File: src/rtl/uac_pkg.sv
// Shared constants for the USB attach controller: register map, field
// positions, reset values and the attach state enumeration.
// Assumes a 32-bit Avalon-MM slave port with byte addresses.
package uac_pkg;

	// ************************************************************
	// Sizes
	// ************************************************************
	localparam int          PIN_SEL_W      = 4;   // Width of a pin number field
	localparam int          ADDR_W         = 5;   // Byte address width
	localparam int          DATA_W         = 32;

	// ************************************************************
	// Register byte offsets
	// ************************************************************
	localparam logic [4:0]  OFF_CONTROL    = 5'h00;
	localparam logic [4:0]  OFF_PIN_SELECT = 5'h04;
	localparam logic [4:0]  OFF_MAX_POWER  = 5'h08;
	localparam logic [4:0]  OFF_STATUS     = 5'h0C;
	localparam logic [4:0]  OFF_INT_STATUS = 5'h10;
	localparam logic [4:0]  OFF_INT_MASK   = 5'h14;

	// ************************************************************
	// Control register fields
	// ************************************************************
	localparam int          CTL_APPLIED    = 0;   // Configuration loaded and applied
	localparam int          CTL_PULLUP_SRC = 1;   // 0 internal, 1 external via pin
	localparam int          CTL_SELF_PWR   = 2;   // 1 self-powered, 0 bus-powered
	localparam int          CTL_EP_SET     = 3;   // 0 host-interface set, 1 audio set
	localparam int          CTL_WAKE_REQ   = 4;   // Request out-of-band wake
	localparam int          CTL_W          = 5;
	localparam logic [4:0]  CONTROL_RST    = 5'h00;

	// ************************************************************
	// Pin select fields (LSB positions)
	// ************************************************************
	localparam int          PS_VBUS_LSB    = 0;
	localparam int          PS_DETACH_LSB  = 8;
	localparam int          PS_WAKE_LSB    = 16;
	localparam int          PS_PULLUP_LSB  = 24;
	localparam logic [3:0]  VBUS_PIN_RST   = 4'h0;
	localparam logic [3:0]  DETACH_PIN_RST = 4'h1;
	localparam logic [3:0]  WAKE_PIN_RST   = 4'h2;
	localparam logic [3:0]  PULLUP_PIN_RST = 4'h3;

	// ************************************************************
	// Max power: descriptor counts in 2 mA units, 300 mA default
	// ************************************************************
	localparam int          MAX_POWER_DEF_MA = 300;
	localparam int          MAX_POWER_UNIT_MA = 2;
	localparam logic [7:0]  MAX_POWER_RST  = 8'(MAX_POWER_DEF_MA / MAX_POWER_UNIT_MA);

	// ************************************************************
	// Status and interrupt fields
	// ************************************************************
	localparam int          ST_VBUS        = 0;
	localparam int          ST_DETACHED    = 1;
	localparam int          ST_PULLUP      = 2;
	localparam int          ST_SUSPENDED   = 3;
	localparam int          ST_CONFIGURED  = 4;
	localparam int          ST_RADIO       = 5;
	localparam int          ST_LIMIT_LSB   = 8;
	localparam int          INT_W          = 5;
	localparam int          EV_VBUS_CHG    = 0;
	localparam int          EV_DETACH_ON   = 1;
	localparam int          EV_DETACH_OFF  = 2;
	localparam int          EV_SUSPEND     = 3;
	localparam int          EV_CONFIGURED  = 4;
	localparam logic [4:0]  INT_RST        = 5'h00;

	// ************************************************************
	// Current limit classes
	// ************************************************************
	localparam logic [1:0]  LIM_100MA      = 2'h0;  // Bus-powered, not configured
	localparam logic [1:0]  LIM_500MA      = 2'h1;  // Bus-powered, configured
	localparam logic [1:0]  LIM_SUSPEND    = 2'h2;  // Bus-powered suspend, 2.5 mA
	localparam logic [1:0]  LIM_SELF       = 2'h3;  // Self-powered, bus draw is leakage

	typedef enum logic [1:0] {
		ATT_WAIT_CFG,
		ATT_NO_VBUS,
		ATT_DETACHED,
		ATT_ATTACHED
	} uac_attach_e;

endpackage

File: src/rtl/uac_sense_if.sv
// Carrier between the attach controller and its pin sampler.
// Assumes both ends run on the one system clock.
`timescale 1ns/1ps
`default_nettype none
interface uac_sense_if;
	logic [uac_pkg::PIN_SEL_W-1:0] vbusSel;
	logic [uac_pkg::PIN_SEL_W-1:0] detachSel;
	logic                          vbusSense;
	logic                          detachSense;

	modport sampler (input vbusSel, input detachSel, output vbusSense, output detachSense);
	modport control (output vbusSel, output detachSel, input vbusSense, input detachSense);
endinterface
`default_nettype wire

File: src/rtl/uac_attach_control.sv
// Attach and power-state control for a full-speed USB peripheral port:
// pull-up control, VBUS sensing, detach and wake lines, power limits.
// Assumes a USB protocol core on the same clock and an Avalon-MM master.
`timescale 1ns/1ps
`default_nettype none
module uac_attach_control #(
	parameter int PINS = 16
) (
	// Clock and reset
	input  wire logic                          clock,
	input  wire logic                          rst_n,
	// Avalon-MM slave
	input  wire logic [uac_pkg::ADDR_W-1:0]    address,
	input  wire logic                          read,
	input  wire logic                          write,
	input  wire logic [uac_pkg::DATA_W-1:0]    writedata,
	output logic      [uac_pkg::DATA_W-1:0]    readdata,
	output logic                               waitrequest,
	output logic                               irq,
	// USB protocol core
	input  wire logic                          coreTxEnable,
	input  wire logic                          coreTxPlus,
	input  wire logic                          coreTxMinus,
	input  wire logic                          busSuspend,
	input  wire logic                          busConfigured,
	output logic                               busReattach,
	output logic                               audioEndpointSet,
	output logic      [7:0]                    descriptorMaxPower,
	// USB data pins
	output logic                               dataPlusOut,
	output logic                               dataPlusOe_n,
	output logic                               dataMinusOut,
	output logic                               dataMinusOe_n,
	output logic                               internalPullupEn,
	// General pins
	input  wire logic [PINS-1:0]               generalIoIn,
	output logic      [PINS-1:0]               generalIoOut,
	output logic      [PINS-1:0]               generalIoOe_n,
	// Power management
	output logic      [1:0]                    currentLimit,
	output logic                               radioEnable
);
	import uac_pkg::*;

	// ************************************************************
	// Declarations
	// ************************************************************
	uac_sense_if sense ();

	logic [CTL_W-1:0]     control_q;
	logic [PIN_SEL_W-1:0] vbusSel_q;
	logic [PIN_SEL_W-1:0] detachSel_q;
	logic [PIN_SEL_W-1:0] wakeSel_q;
	logic [PIN_SEL_W-1:0] pullupSel_q;
	logic [7:0]           maxPower_q;
	logic [INT_W-1:0]     intStatus_q, intStatus_d, intMask_q, events;
	logic                 ack_q, wrTake, rdTake;
	logic [31:0]          rdValue, statusWord;
	uac_attach_e          state_q, state_d;
	logic                 vbusPrev_q, detachPrev_q, suspendPrev_q, configPrev_q;
	logic                 applied, selfPowered, pullupOn, detached, vbusOk, wakeOn;
	assign applied     = control_q[CTL_APPLIED];
	assign selfPowered = control_q[CTL_SELF_PWR];
	assign vbusOk      = !selfPowered || sense.vbusSense;
	assign detached    = (state_q == ATT_DETACHED);
	// ************************************************************
	// Pin sampling
	// ************************************************************
	assign sense.vbusSel   = vbusSel_q;
	assign sense.detachSel = detachSel_q;

	uac_pin_sampler #(
		.PINS        (PINS)
	) u_sampler (
		.clock       (clock),
		.rst_n       (rst_n),
		.generalIoIn (generalIoIn),
		.sense       (sense)
	);

	// ************************************************************
	// Avalon-MM handshake
	// ************************************************************
	// One wait cycle: answer on the edge after the request appears
	always_ff @(posedge clock) begin
		if (!rst_n) begin
			ack_q <= 1'b0;
		end else begin
			ack_q <= (read || write) && !ack_q;
		end
	end
	assign waitrequest = (read || write) && !ack_q;
	assign wrTake      = write && ack_q;
	assign rdTake      = read && ack_q;
	// Status word assembled from live state
	always_comb begin
		statusWord                                = 32'h0000_0000;
		statusWord[ST_VBUS]                       = sense.vbusSense;
		statusWord[ST_DETACHED]                   = detached;
		statusWord[ST_PULLUP]                     = pullupOn;
		statusWord[ST_SUSPENDED]                  = busSuspend;
		statusWord[ST_CONFIGURED]                 = busConfigured;
		statusWord[ST_RADIO]                      = radioEnable;
		statusWord[ST_LIMIT_LSB+1:ST_LIMIT_LSB]   = currentLimit;
	end

	// Read multiplexer, unmapped offsets read zero
	always_comb begin
		rdValue = 32'h0000_0000;
		case (address)
			OFF_CONTROL:    rdValue[CTL_W-1:0] = control_q;
			OFF_PIN_SELECT: begin
				rdValue[PS_VBUS_LSB+:PIN_SEL_W]   = vbusSel_q;
				rdValue[PS_DETACH_LSB+:PIN_SEL_W] = detachSel_q;
				rdValue[PS_WAKE_LSB+:PIN_SEL_W]   = wakeSel_q;
				rdValue[PS_PULLUP_LSB+:PIN_SEL_W] = pullupSel_q;
			end
			OFF_MAX_POWER:  rdValue[7:0] = maxPower_q;
			OFF_STATUS:     rdValue = statusWord;
			OFF_INT_STATUS: rdValue[INT_W-1:0] = intStatus_q;
			OFF_INT_MASK:   rdValue[INT_W-1:0] = intMask_q;
			default:        rdValue = 32'h0000_0000;
		endcase
	end
	// Read data captured in the wait cycle, held through the answer
	always_ff @(posedge clock) begin
		if (!rst_n) begin
			readdata <= 32'h0000_0000;
		end else if (read && !ack_q) begin
			readdata <= rdValue;
		end
	end

	// ************************************************************
	// Configuration registers
	// ************************************************************
	// Control bits; wake request also drops when detach is released
	always_ff @(posedge clock) begin
		if (!rst_n) begin
			control_q <= CONTROL_RST;
		end else if (wrTake && address == OFF_CONTROL) begin
			control_q <= writedata[CTL_W-1:0];
		end else if (detachPrev_q && !sense.detachSense) begin
			control_q[CTL_WAKE_REQ] <= 1'b0;
		end
	end

	// Pin number fields
	always_ff @(posedge clock) begin
		if (!rst_n) begin
			vbusSel_q   <= VBUS_PIN_RST;
			detachSel_q <= DETACH_PIN_RST;
			wakeSel_q   <= WAKE_PIN_RST;
			pullupSel_q <= PULLUP_PIN_RST;
		end else if (wrTake && address == OFF_PIN_SELECT) begin
			vbusSel_q   <= writedata[PS_VBUS_LSB+:PIN_SEL_W];
			detachSel_q <= writedata[PS_DETACH_LSB+:PIN_SEL_W];
			wakeSel_q   <= writedata[PS_WAKE_LSB+:PIN_SEL_W];
			pullupSel_q <= writedata[PS_PULLUP_LSB+:PIN_SEL_W];
		end
	end

	// Descriptor max power setting
	always_ff @(posedge clock) begin
		if (!rst_n) begin
			maxPower_q <= MAX_POWER_RST;
		end else if (wrTake && address == OFF_MAX_POWER) begin
			maxPower_q <= writedata[7:0];
		end
	end

	// Interrupt mask
	always_ff @(posedge clock) begin
		if (!rst_n) begin
			intMask_q <= INT_RST;
		end else if (wrTake && address == OFF_INT_MASK) begin
			intMask_q <= writedata[INT_W-1:0];
		end
	end

	// ************************************************************
	// Events and interrupt
	// ************************************************************
	// Previous levels for edge detection
	always_ff @(posedge clock) begin
		if (!rst_n) begin
			vbusPrev_q    <= 1'b0;
			detachPrev_q  <= 1'b0;
			suspendPrev_q <= 1'b0;
			configPrev_q  <= 1'b0;
		end else begin
			vbusPrev_q    <= sense.vbusSense;
			detachPrev_q  <= sense.detachSense;
			suspendPrev_q <= busSuspend;
			configPrev_q  <= busConfigured;
		end
	end
	assign events[EV_VBUS_CHG]   = vbusPrev_q != sense.vbusSense;
	assign events[EV_DETACH_ON]  = !detachPrev_q && sense.detachSense;
	assign events[EV_DETACH_OFF] = detachPrev_q && !sense.detachSense;
	assign events[EV_SUSPEND]    = !suspendPrev_q && busSuspend;
	assign events[EV_CONFIGURED] = !configPrev_q && busConfigured;
	// Read clears the sticky bits; a new event in that cycle wins
	assign intStatus_d = ((rdTake && address == OFF_INT_STATUS) ? '0 : intStatus_q) | events;
	always_ff @(posedge clock) begin
		if (!rst_n) begin
			intStatus_q <= INT_RST;
		end else begin
			intStatus_q <= intStatus_d;
		end
	end

	assign irq = |(intStatus_q & intMask_q);

	// ************************************************************
	// Attach state machine
	// ************************************************************
	// Every state obeys one priority: configuration, then detach, then VBUS
	always_comb begin
		case (state_q)
			ATT_WAIT_CFG, ATT_NO_VBUS, ATT_DETACHED, ATT_ATTACHED: begin
				if (!applied) begin
					state_d = ATT_WAIT_CFG;
				end else if (sense.detachSense) begin
					state_d = ATT_DETACHED;
				end else if (!vbusOk) begin
					state_d = ATT_NO_VBUS;
				end else begin
					state_d = ATT_ATTACHED;
				end
			end
			default: begin
				state_d = ATT_WAIT_CFG;
			end
		endcase
	end
	always_ff @(posedge clock) begin
		if (!rst_n) begin
			state_q <= ATT_WAIT_CFG;
		end else begin
			state_q <= state_d;
		end
	end

	// Pulse to the core: bus reset state, await enumeration again
	always_ff @(posedge clock) begin
		if (!rst_n) begin
			busReattach <= 1'b0;
		end else begin
			busReattach <= (state_q == ATT_DETACHED) && (state_d == ATT_ATTACHED);
		end
	end

	// ************************************************************
	// Pin drive
	// ************************************************************
	assign pullupOn = (state_q == ATT_ATTACHED);
	assign wakeOn   = detached && control_q[CTL_WAKE_REQ];

	// Data lines driven only while attached and the core answers
	always_ff @(posedge clock) begin
		if (!rst_n) begin
			dataPlusOut      <= 1'b0;
			dataMinusOut     <= 1'b0;
			dataPlusOe_n     <= 1'b1;
			dataMinusOe_n    <= 1'b1;
			internalPullupEn <= 1'b0;
		end else begin
			dataPlusOut      <= coreTxPlus;
			dataMinusOut     <= coreTxMinus;
			dataPlusOe_n     <= !(pullupOn && coreTxEnable);
			dataMinusOe_n    <= !(pullupOn && coreTxEnable);
			internalPullupEn <= pullupOn && !control_q[CTL_PULLUP_SRC];
		end
	end

	// Wake pin and external pull-up pin; others stay inputs
	always_ff @(posedge clock) begin
		if (!rst_n) begin
			generalIoOut  <= '0;
			generalIoOe_n <= '1;
		end else begin
			for (int i = 0; i < PINS; i++) begin
				if (applied && i == int'(wakeSel_q)) begin
					generalIoOut[i]  <= wakeOn;
					generalIoOe_n[i] <= 1'b0;
				end else if (control_q[CTL_PULLUP_SRC] && i == int'(pullupSel_q)) begin
					generalIoOut[i]  <= 1'b1;
					generalIoOe_n[i] <= !pullupOn;
				end else begin
					generalIoOut[i]  <= 1'b0;
					generalIoOe_n[i] <= 1'b1;
				end
			end
		end
	end

	// ************************************************************
	// Power management
	// ************************************************************
	// Limit class and radio gate
	always_ff @(posedge clock) begin
		if (!rst_n) begin
			currentLimit <= LIM_100MA;
			radioEnable  <= 1'b0;
		end else begin
			currentLimit <= selfPowered   ? LIM_SELF :
			                busSuspend    ? LIM_SUSPEND :
			                busConfigured ? LIM_500MA : LIM_100MA;
			radioEnable <= applied && (selfPowered || !busSuspend);
		end
	end
	// Descriptor and endpoint personality toward the core
	always_ff @(posedge clock) begin
		if (!rst_n) begin
			descriptorMaxPower <= MAX_POWER_RST;
			audioEndpointSet   <= 1'b0;
		end else begin
			descriptorMaxPower <= maxPower_q;
			audioEndpointSet   <= control_q[CTL_EP_SET];
		end
	end
endmodule
`default_nettype wire

File: src/rtl/uac_pin_sampler.sv
// Two-stage synchroniser for the general pins and the selectors that pick
// the VBUS sense and detach levels out of them.
// Assumes pin numbers below PINS; larger numbers read as low.
`timescale 1ns/1ps
`default_nettype none
module uac_pin_sampler #(
	parameter int PINS = 16
) (
	// Clock and reset
	input  wire logic            clock,
	input  wire logic            rst_n,
	// Raw pins
	input  wire logic [PINS-1:0] generalIoIn,
	// Selected levels
	uac_sense_if.sampler         sense
);
	import uac_pkg::*;

	logic [PINS-1:0] meta_q;
	logic [PINS-1:0] sync_q;

	// Two flip-flops before anything reads a pin
	always_ff @(posedge clock) begin
		if (!rst_n) begin
			meta_q <= '0;
			sync_q <= '0;
		end else begin
			meta_q <= generalIoIn;
			sync_q <= meta_q;
		end
	end

	// Registered pick of the selected pins
	always_ff @(posedge clock) begin
		if (!rst_n) begin
			sense.vbusSense   <= 1'b0;
			sense.detachSense <= 1'b0;
		end else begin
			sense.vbusSense   <= (int'(sense.vbusSel) < PINS) ? sync_q[sense.vbusSel] : 1'b0;
			sense.detachSense <= (int'(sense.detachSel) < PINS) ? sync_q[sense.detachSel] : 1'b0;
		end
	end
endmodule
`default_nettype wire

File: config.mk
export PLATFORM = sky130hd
export DESIGN_NAME = uac_attach_control
export DESIGN_NICKNAME = d
export VERILOG_FILES = /design/src/rtl/uac_pkg.sv /design/src/rtl/uac_sense_if.sv /design/src/rtl/uac_attach_control.sv /design/src/rtl/uac_pin_sampler.sv
export SDC_FILE = /design/constraint.sdc
export NUM_CORES = 1
export LEC_CHECK = 0
export BUFFER_PORTS_ARGS = -buffer_cell sky130_fd_sc_hd__buf_2
export CAP_MARGIN = 10
export CORE_MARGIN = 4
export CORE_UTILIZATION = 40
export DETAILED_ROUTE_END_ITERATION = 8
export GPL_TIMING_DRIVEN = 0
export PLACE_DENSITY_LB_ADDON = 0.1
export SLEW_MARGIN = 25
export SYNTH_ARGS = -nofsm -noshare
export SYNTH_HDL_FRONTEND = slang
export SYNTH_SLANG_ARGS = --single-unit
File: constraint.sdc
create_clock -name clock -period 1.8 [get_ports clock]
set_input_delay 0.18 -clock clock [delete_from_list [all_inputs] [get_ports clock]]
set_output_delay 0.18 -clock clock [all_outputs]
set_load 0.1 [all_outputs]
==> results of run 1 <==
-- layout make-up --
cell class / instances / area (um^2)
clock buffers: 19 / 443
flip-flops and latches: 149 / 2980
repair buffers: 146 / 856
multi-input cells: 421 / 2620
clock inverters: 13 / 158
inverters: 5 / 18.8
fillers: 1321 / 6500
plain buffers: 48 / 236
well taps: 180 / 225
-- tightest hold or removal path: cells and delay by family --
kind                   cells  cell delay, ns
buffers and inverters      1            0.07
multiplexers               1            0.05
AND/OR/NAND/NOR            1            0.09
-- registers in the layout (all words and copies together), names as in the netlist, 2 cells and up --
signal / count
readdata: 20
generalIoOe_n: 16
generalIoOut: 16
u_sampler.meta_q: 16
u_sampler.sync_q: 16
descriptorMaxPower: 8
maxPower_q: 8
control_q: 5
intMask_q: 5
intStatus_q: 5
detachSel_q: 4
pullupSel_q: 4
sense.vbusSel: 4
wakeSel_q: 4
currentLimit: 2
state_q: 2
-- worst paths after layout --
kind	to	slack (ns)	cells past startpoint
setup / recovery	generalIoOut[3]	0.09	5
hold / removal	maxPower_q[5]	0.02	3
setup reg to reg	generalIoOut[3]	0.09	5
hold reg to reg	intStatus_q[4]	0.42	1
-- power groups by stage --
stage	logic [W]	clock network [W]	registers (W)
3_5_place_dp	0.000588	0	0.00347
5_1_grt	0.000670	0.00379	0.00341
6_report	0.000631	0.00359	0.00340
3_3_place_gp	0.000582	0	0.00347
2_1_floorplan	0.000308	0	0.00358
4_1_cts	0.000630	0.00362	0.00340
-- through the flow --
step,utilization,instance area (um^2)
CTS,0.536,7530
global placement,0.475,6670
finish,0.537,7540
floorplan,-,5840
global route,0.537,7540
detailed placement,0.475,6670
-- cell families (layout without fill, tap and decap cells) --
family,Yosys count,after routing,share of synthesized area
DFF,149,149,0.514
xor gates and xnor gates,1,1,0.00151
and+or+nand+nor,262,262,0.235
other,1,12,0.000646
muxes,29,29,0.0587
AOI/OAI and AO/OA,117,117,0.144
buffers and inverters,58,231,0.0466
-- placed cells by master, fill, tap and decap left out, types with 3 or more instances in the layout --
cell / netlist / layout
sky130_fd_sc_hd__a211o_1: 4 / 4
sky130_fd_sc_hd__a211oi_1: 4 / 4
sky130_fd_sc_hd__mux4_2: 4 / 4
sky130_fd_sc_hd__a221oi_1: 4 / 4
sky130_fd_sc_hd__buf_4: 13 / 15
sky130_fd_sc_hd__nor2b_1: 22 / 22
sky130_fd_sc_hd__clkinvlp_4: 0 / 4
sky130_fd_sc_hd__o211ai_1: 4 / 4
sky130_fd_sc_hd__mux2i_1: 25 / 25
sky130_fd_sc_hd__o21ai_0: 13 / 13
sky130_fd_sc_hd__clkbuf_1: 36 / 30
sky130_fd_sc_hd__buf_2: 3 / 124
sky130_fd_sc_hd__and3_1: 4 / 4
sky130_fd_sc_hd__nand3b_1: 4 / 4
sky130_fd_sc_hd__conb_1: 1 / 12
sky130_fd_sc_hd__nor2_2: 0 / 3
sky130_fd_sc_hd__a31oi_1: 14 / 14
sky130_fd_sc_hd__a22oi_1: 11 / 11
sky130_fd_sc_hd__nor2_1: 25 / 22
sky130_fd_sc_hd__nor3_1: 13 / 13
sky130_fd_sc_hd__o21a_1: 5 / 5
sky130_fd_sc_hd__clkbuf_16: 0 / 17
sky130_fd_sc_hd__nand2_1: 78 / 77
sky130_fd_sc_hd__nand3_1: 37 / 37
sky130_fd_sc_hd__inv_1: 5 / 5
sky130_fd_sc_hd__bufinv_16: 0 / 3
sky130_fd_sc_hd__a21boi_0: 37 / 37
sky130_fd_sc_hd__nand4_1: 6 / 6
sky130_fd_sc_hd__and2_1: 45 / 45
sky130_fd_sc_hd__nand2b_1: 14 / 14
sky130_fd_sc_hd__a21oi_1: 8 / 8
sky130_fd_sc_hd__dfxtp_1: 149 / 148
sky130_fd_sc_hd__dlygate4sd3_1: 0 / 24
sky130_fd_sc_hd__a32oi_1: 4 / 4
sky130_fd_sc_hd__clkinv_2: 0 / 4
-- routing by layer --
layer / wire length (um) / vias to the layer above / global-route usage
li1: - / 2469 / -
met1: 7050 / 2344 / 0.255
met2: 8000 / 183 / 0.333
met3: 1000 / 31 / 0.0411
met4: 407 / 0 / 0.0874
met5: 0 / - / 0
-- repair_timing --
item | in CTS | in global routing
endpoints found under the hold margin | 24 | 0
setup endpoints to repair | 15 | 41
setup buffers | 0 | 2
gates resized for setup | 4 | 9
hold buffers | 24 | 0
==> results.md, run 1 <==
CTS:
- In this run the number of H-tree levels came out at 4.
- In this run, CTS created clock tree buffers numbering 17.
- After clock tree synthesis, the clock-pin slew on the worst setup and hold paths is roughly 0.070 ns.
- The number of buffers between clock root and the deepest sink is 2.
- The root buffer selected by CTS is sky130_fd_sc_hd__clkbuf_16.
- Counting every sink on the clock net gives 149.
- The later pin in the worst-skew pair is clocked with a latency of around 0.43 ns.
- TritonCTS built the clock tree.

Floorplanning:
- The starting density of the core is 0.413.
- Measured along the x axis, the die boundary spans 128 um.
- The core region area is 14000 um^2.
- The floorplan step defined a die boundary enclosing 16500 um^2.
- During I/O placement, the number of pins put on the boundary was 146.
- After floorplanning, the core was divided into 43 placement rows.
- The y dimension of the die is 128 um.

Drt:
- In the routed design, unresolved DRC markers number 0.
- After detailed routing, the number of vias per cell comes to between 5 and 6.
- The total via count in the routed design is 5027.
- The wire length per cell after detailed routing is 16.8 um.
- The DRC marker count from the first detailed-route iteration is 456.
- The routed design has 16500 um of wire.
- The detailed-router iteration count before antenna repair is 7.
- The post-route antenna net violation count is 0.

Yosys:
- The post-synthesis async set-or-reset flop share is 0.
- The cell taking the most area after synthesis is sky130_fd_sc_hd__dfxtp_1.
- The most common cell in the synthesized netlist is sky130_fd_sc_hd__dfxtp_1.
- The sequential fraction of the synthesis area is 0.514.
- The primary flip-flop cell chosen by synthesis mapping is sky130_fd_sc_hd__dfxtp_1.
- The count of warnings emitted by yosys is 0.
- Yosys mapped the design onto 48 distinct sky130hd cell types.
- By count the netlist is led by sky130_fd_sc_hd__dfxtp_1 (149), sky130_fd_sc_hd__nand2_1 (78), sky130_fd_sc_hd__and2_1 (45), sky130_fd_sc_hd__a21boi_0 (37), sky130_fd_sc_hd__nand3_1 (37).
- In the post-synthesis netlist, the biggest area contributors are sky130_fd_sc_hd__dfxtp_1 (51%), sky130_fd_sc_hd__nand2_1 (5.0%), sky130_fd_sc_hd__and2_1 (4.9%).
- Counting flops with a built-in enable in the synthesized netlist gives 0.
- The area share of the leading cell type in the synthesized netlist is 0.514.
- The cell count after synthesis came out at 617.
- The per-instance average area after synthesis is 9.40 um^2.
- The synthesized flop and latch total is 149.
- The combined area of all synthesized cells is 5800 um^2.

Power and ir drop:
- The analysis attributes to cell leakage a power of between 2 and 3 nW.
- The worst vdd rail ir drop is 0.000680 V.
- The share of total power dissipated in sequential elements is 0.446.
- Of the total power, combinational logic draws 0.083.
- Dividing total power by cell area gives a power density of 1010 nW/um^2.
- Summed over all nets, the switching power comes to 0.00187 W.
- The internal portion of the total power is 0.00576 W.
- The design draws approximately 0.0076 W.
- The switching part of the total is 0.245.
- The share of total power dissipated in the clock network is 0.471.

Global route:
- The number of global-route vias before repair is roughly 4800.
- The remaining global-route overflow is 0.
- Entering global routing, the biggest net connects 17 pins.
- The first global-routing pass estimated 25600 um of wire.
- The number of antenna violations at the first check in global routing is 0.
- For this run, the total global-route usage over all layers was measured as 0.201.

Cells and area:
- The net total in the final layout is between 800 and 900.
- The number of antenna diodes in the final layout is 0.
- The growth of design area from synthesis to finish is 30.0%.
- The proportion of layout cells with a drive suffix above 1 is 0.236.
- The finished layout holds 981 standard cells, fillers aside.

Placed design:
- Summed over all nets, the half-perimeter wirelength after detailed placement is 12100 um.
- The placed cell count is 928.
- The post-place setup slack is -0.162 ns.
- In this run the tool buffered the top-level ports with 120 buffer cells.
- The final weighted congestion in routability-driven placement is 0.897.

STA:
- The worst setup slack after layout is about 0.09 ns.
- Dividing the final minimum period by the clock period gives 0.950.
- The post-route minimum period is around 1.7 ns.
- The worst setup skew after layout is 0.0184 ns.
- The hold violation count in the final report is 0.
- The transition time of the tightest slew-check pin is 0.988 ns.
- Based on the critical path, the design can be clocked at up to roughly 580 MHz.
- The worst slew margin relative to its limit is 0.336.
- Setup violations remaining at the end of the flow were counted as 0.
- The final number of max-transition violations is 0.
- The final worst hold slack is 0.0165 ns.
- The setup TNS is 0 ns.

Worst setup path:
- The critical path starts at pullupSel_q[1].
- The worst setup path is captured at a register.
- Data arrives at the worst endpoint at between 2 and 2.5 ns.
- The cell family contributing the most delay on the critical path is compound AO/OA/AOI/OAI gates.
- The kind of launch point of the worst setup path is a register.
- The largest single stage delay on the critical path is between 0.4 and 0.5 ns.
- The launch instance of the worst register-to-register path is pullupSel_q[1].
- The type of the worst setup path is reg -> reg.
- Counting both buffers and inverters, the worst setup path holds a total of 1.
- The highest net fanout along the worst path is 9.
- The slowest stage cell on the critical path is sky130_fd_sc_hd__a2111oi_1.
- The critical path data required time is 2.16 ns.
- The signal on the critical path passes through clkbuf_1 > nand3_1 > a2111oi_1 > a31oi_1 > nor2b_1.

Status:
- The flow ran to the end, and the final reports show no timing, DRC or antenna violations.

Flow run:
- The tool flagged a number of max-cap violations equal to 0.

Min path:
- The origin of the worst min-delay path is writedata[5].
- The worst hold path belongs to the class in -> reg.
Note: power is estimated with default switching activity, not from simulation.
==> run 2, diff against run 1 <==
--- a/config.mk
+++ b/config.mk
@@ -7,10 +7,13 @@
 export LEC_CHECK = 0
 export BUFFER_PORTS_ARGS = -buffer_cell sky130_fd_sc_hd__buf_2
 export CAP_MARGIN = 10
+export CELL_PAD_IN_SITES_DETAIL_PLACEMENT = 1
+export CELL_PAD_IN_SITES_GLOBAL_PLACEMENT = 2
 export CORE_MARGIN = 4
-export CORE_UTILIZATION = 40
+export CORE_UTILIZATION = 32
 export DETAILED_ROUTE_END_ITERATION = 8
 export GPL_TIMING_DRIVEN = 0
+export MAX_ROUTING_LAYER = met4
 export PLACE_DENSITY_LB_ADDON = 0.1
 export SLEW_MARGIN = 25
 export SYNTH_ARGS = -nofsm -noshare
==> results.md, run 2 (synthesis gave the netlist of run 1 again) <==
Placed design:
- In this run the cell area measured after placement is 6730 um^2.
- The HPWL reported at the end of detailed placement is ~14000 um.
- Port buffering added 120 buffers.
- The congestion estimate from routability-driven global placement came to 0.878.

Drt:
- The wire length per cell after detailed routing is 18.3 um.
- The detail route stage leaves a number of antenna-violating nets equal to 0.
- The detailed-router iteration count before antenna repair is 4.
- For this block, the routed nets add up to 18900 um of wire.
- For this run, design rule violations remaining after detail routing come to 0.
- In the routed layout, each cell is associated on average with a via count of around 5.0.
- After the first detailed-routing iteration, the DRC count stood at approximately 240.
- The total via count in the routed design is between 5000 and 6000.

Worst setup path:
- Data on the critical path arrives at its endpoint at 2.04 ns.
- Counting stages on the worst path, the most repeated cell is sky130_fd_sc_hd__buf_2.
- The critical path goes through buf_2 > or3_1 > nor2_1 > buf_2 > nand3_1 > a21boi_0.
- The highest net fanout along the worst path is 10.
- The critical path data required time is 2.14 ns.
- The kind of launch point of the worst setup path is an input pin.
- The worst setup path is captured at a register.
- The type of the worst setup path is in -> reg.
- The slowest stage of the critical path is the sky130_fd_sc_hd__nor2_1 cell.
- The largest stage delay on the critical path is 0.55 ns.

Cells and area:
- The register with the most flip-flops in the layout has 20 of them.
- The proportion of layout cells with a drive suffix above 1 is 0.239.
- 0 antenna diodes ended up in the layout.
- Counting flops per register, the top entry is readdata.
- The most common library cell in the layout ignoring fill and taps is sky130_fd_sc_hd__dfxtp_1.
- The net total in the final layout is 853.
- The cell area after layout is between 7000 and 8000 um^2.
- The area growth from synthesis to layout is 31.6%.
- In the layout the commonest cells are sky130_fd_sc_hd__dfxtp_1 (148), sky130_fd_sc_hd__buf_2 (124), sky130_fd_sc_hd__nand2_1 (77).

STA:
- In the final timing run, aggregate negative setup slack is 0 ns.
- The worst setup skew after layout is 0.0111 ns.
- Static timing analysis puts the maximum clock frequency at 590 MHz.
- The final clock period utilization by the worst path is 0.942.
- The hold violation count in the final report is 0.
- At the pin with the least slew margin, the transition time is a little under 1 ns.
- Headroom to the max-slew limit came out at 0.336.
- Setup violations remaining at the end of the flow were counted as 0.
- The post-route minimum period is 1.70 ns.
- The final number of max-transition violations is 0.
- Across all hold checks on the routed design, the worst slack comes to 0.0145 ns.

CTS:
- At the later pin of the worst-skew pair, clock insertion delay measures roughly 0.43 ns.
- The root buffer selected by CTS is sky130_fd_sc_hd__clkbuf_16.
- The clock passes through at most 2 buffers.
- TritonCTS built the clock tree.
- The total number of clock tree sinks is 149.
- In this run the number of H-tree levels came out at 4.
- The total clock buffers created by CTS is 17.
- The clock slew seen by the registers of the worst setup and hold paths is 0.06 ns.

Power and ir drop:
- Dividing total power by cell area gives a power density of 1010 nW/um^2.
- The total leakage power is 2.97 nW.
- The power after layout is 0.00770 W.
- The worst vdd rail ir drop is roughly 0.00067 V.

Floorplanning:
- The y dimension of the die is 143 um.
- The floorplan step set the die width to 143 um.
- The starting density of the core is 0.331.
- The number of placement rows is 48.
- The total I/O pin count is 146.
- After floorplanning, the core was sized to cover 17500 um^2.
- The die area is approximately 20000 um^2.

Global route:
- The overall fraction of global-route tracks in use is 0.194.
- The number of antenna violations at the first check in global routing came to 0.
- The first-pass GRT wire length is 29200 um.
- The remaining global-route overflow is 0.
- The number of global-route vias before repair was 5153.
- The pin count of the biggest net entering global routing is 17.

Min path:
- The type of the tightest min-delay check is in -> reg.

Flow run:
- The tool flagged a number of max-cap violations equal to 0.

Status:
- The run finished with clean final reports.
run 2: power by group:
group | total, W | internal (W) | switching, W | leakage (nW)
Clock | 0.00366 | 0.00221 | 0.00145 | 0.295
Combinational | 0.000645 | 0.000189 | 0.000456 | 1.47
Sequential | 0.00340 | 0.00336 | 0.0000356 | 1.21
Total | 0.00770 | 0.00576 | 0.00194 | 2.97
run 2: layout make-up:
type	instances	area, um^2
Fill cell	2050	9900
Clock inverter	13	171
Sequential cell	149	2980
Multi-Input combinational cell	421	2620
Clock buffer	19	433
Buffer	49	246
Tap cell	225	282
Inverter	5	18.8
Timing Repair Buffer	148	876
run 2: worst paths after layout:
check / start / endpoint / slack [ns] / cells after the start
worst min register to register: configPrev_q / intStatus_q[4] / 0.42 / 1
worst min-delay path: writedata[27] / pullupSel_q[3] / 0.01 / 3
worst max-delay path: address[4] / readdata[19] / 0.10 / 6
worst max register to register: ack_q / readdata[19] / 0.13 / 5
run 2: metrics by stage:
| stage | utilization | cells | setup slack (ns) |
|---|---|---|---|
| after detailed placement | 0.384 | 973 | -0.271 |
| after floorplan | - | 628 | 0.203 |
| after global placement | 0.384 | 973 | -0.246 |
| final | 0.435 | 1029 | 0.104 |
| after CTS | 0.435 | 1032 | 0.0120 |
| after global routing | 0.435 | 1029 | -0.00322 |
run 2: metal layers:
metal / global-route usage / wire [um]
met5: - / 0
met4: 0.0700 / 324
met3: 0.0402 / 966
met2: 0.319 / 9510
met1: 0.236 / 8060
run 2: timing repair:
item                                    4_1_cts  5_1_grt
pin swaps                                     0        0
endpoints found under the setup margin       34       28
setup buffers                                 2        0
resized for setup                             8       11
hold buffers                                 26        0
endpoints found under the hold margin        26        0
run 2: worst max-delay path, delay by kind of cell:
family	cells	cell delay, ns
simple gates	3	1.13
compound gates	1	0.22
buf+inv	2	0.50
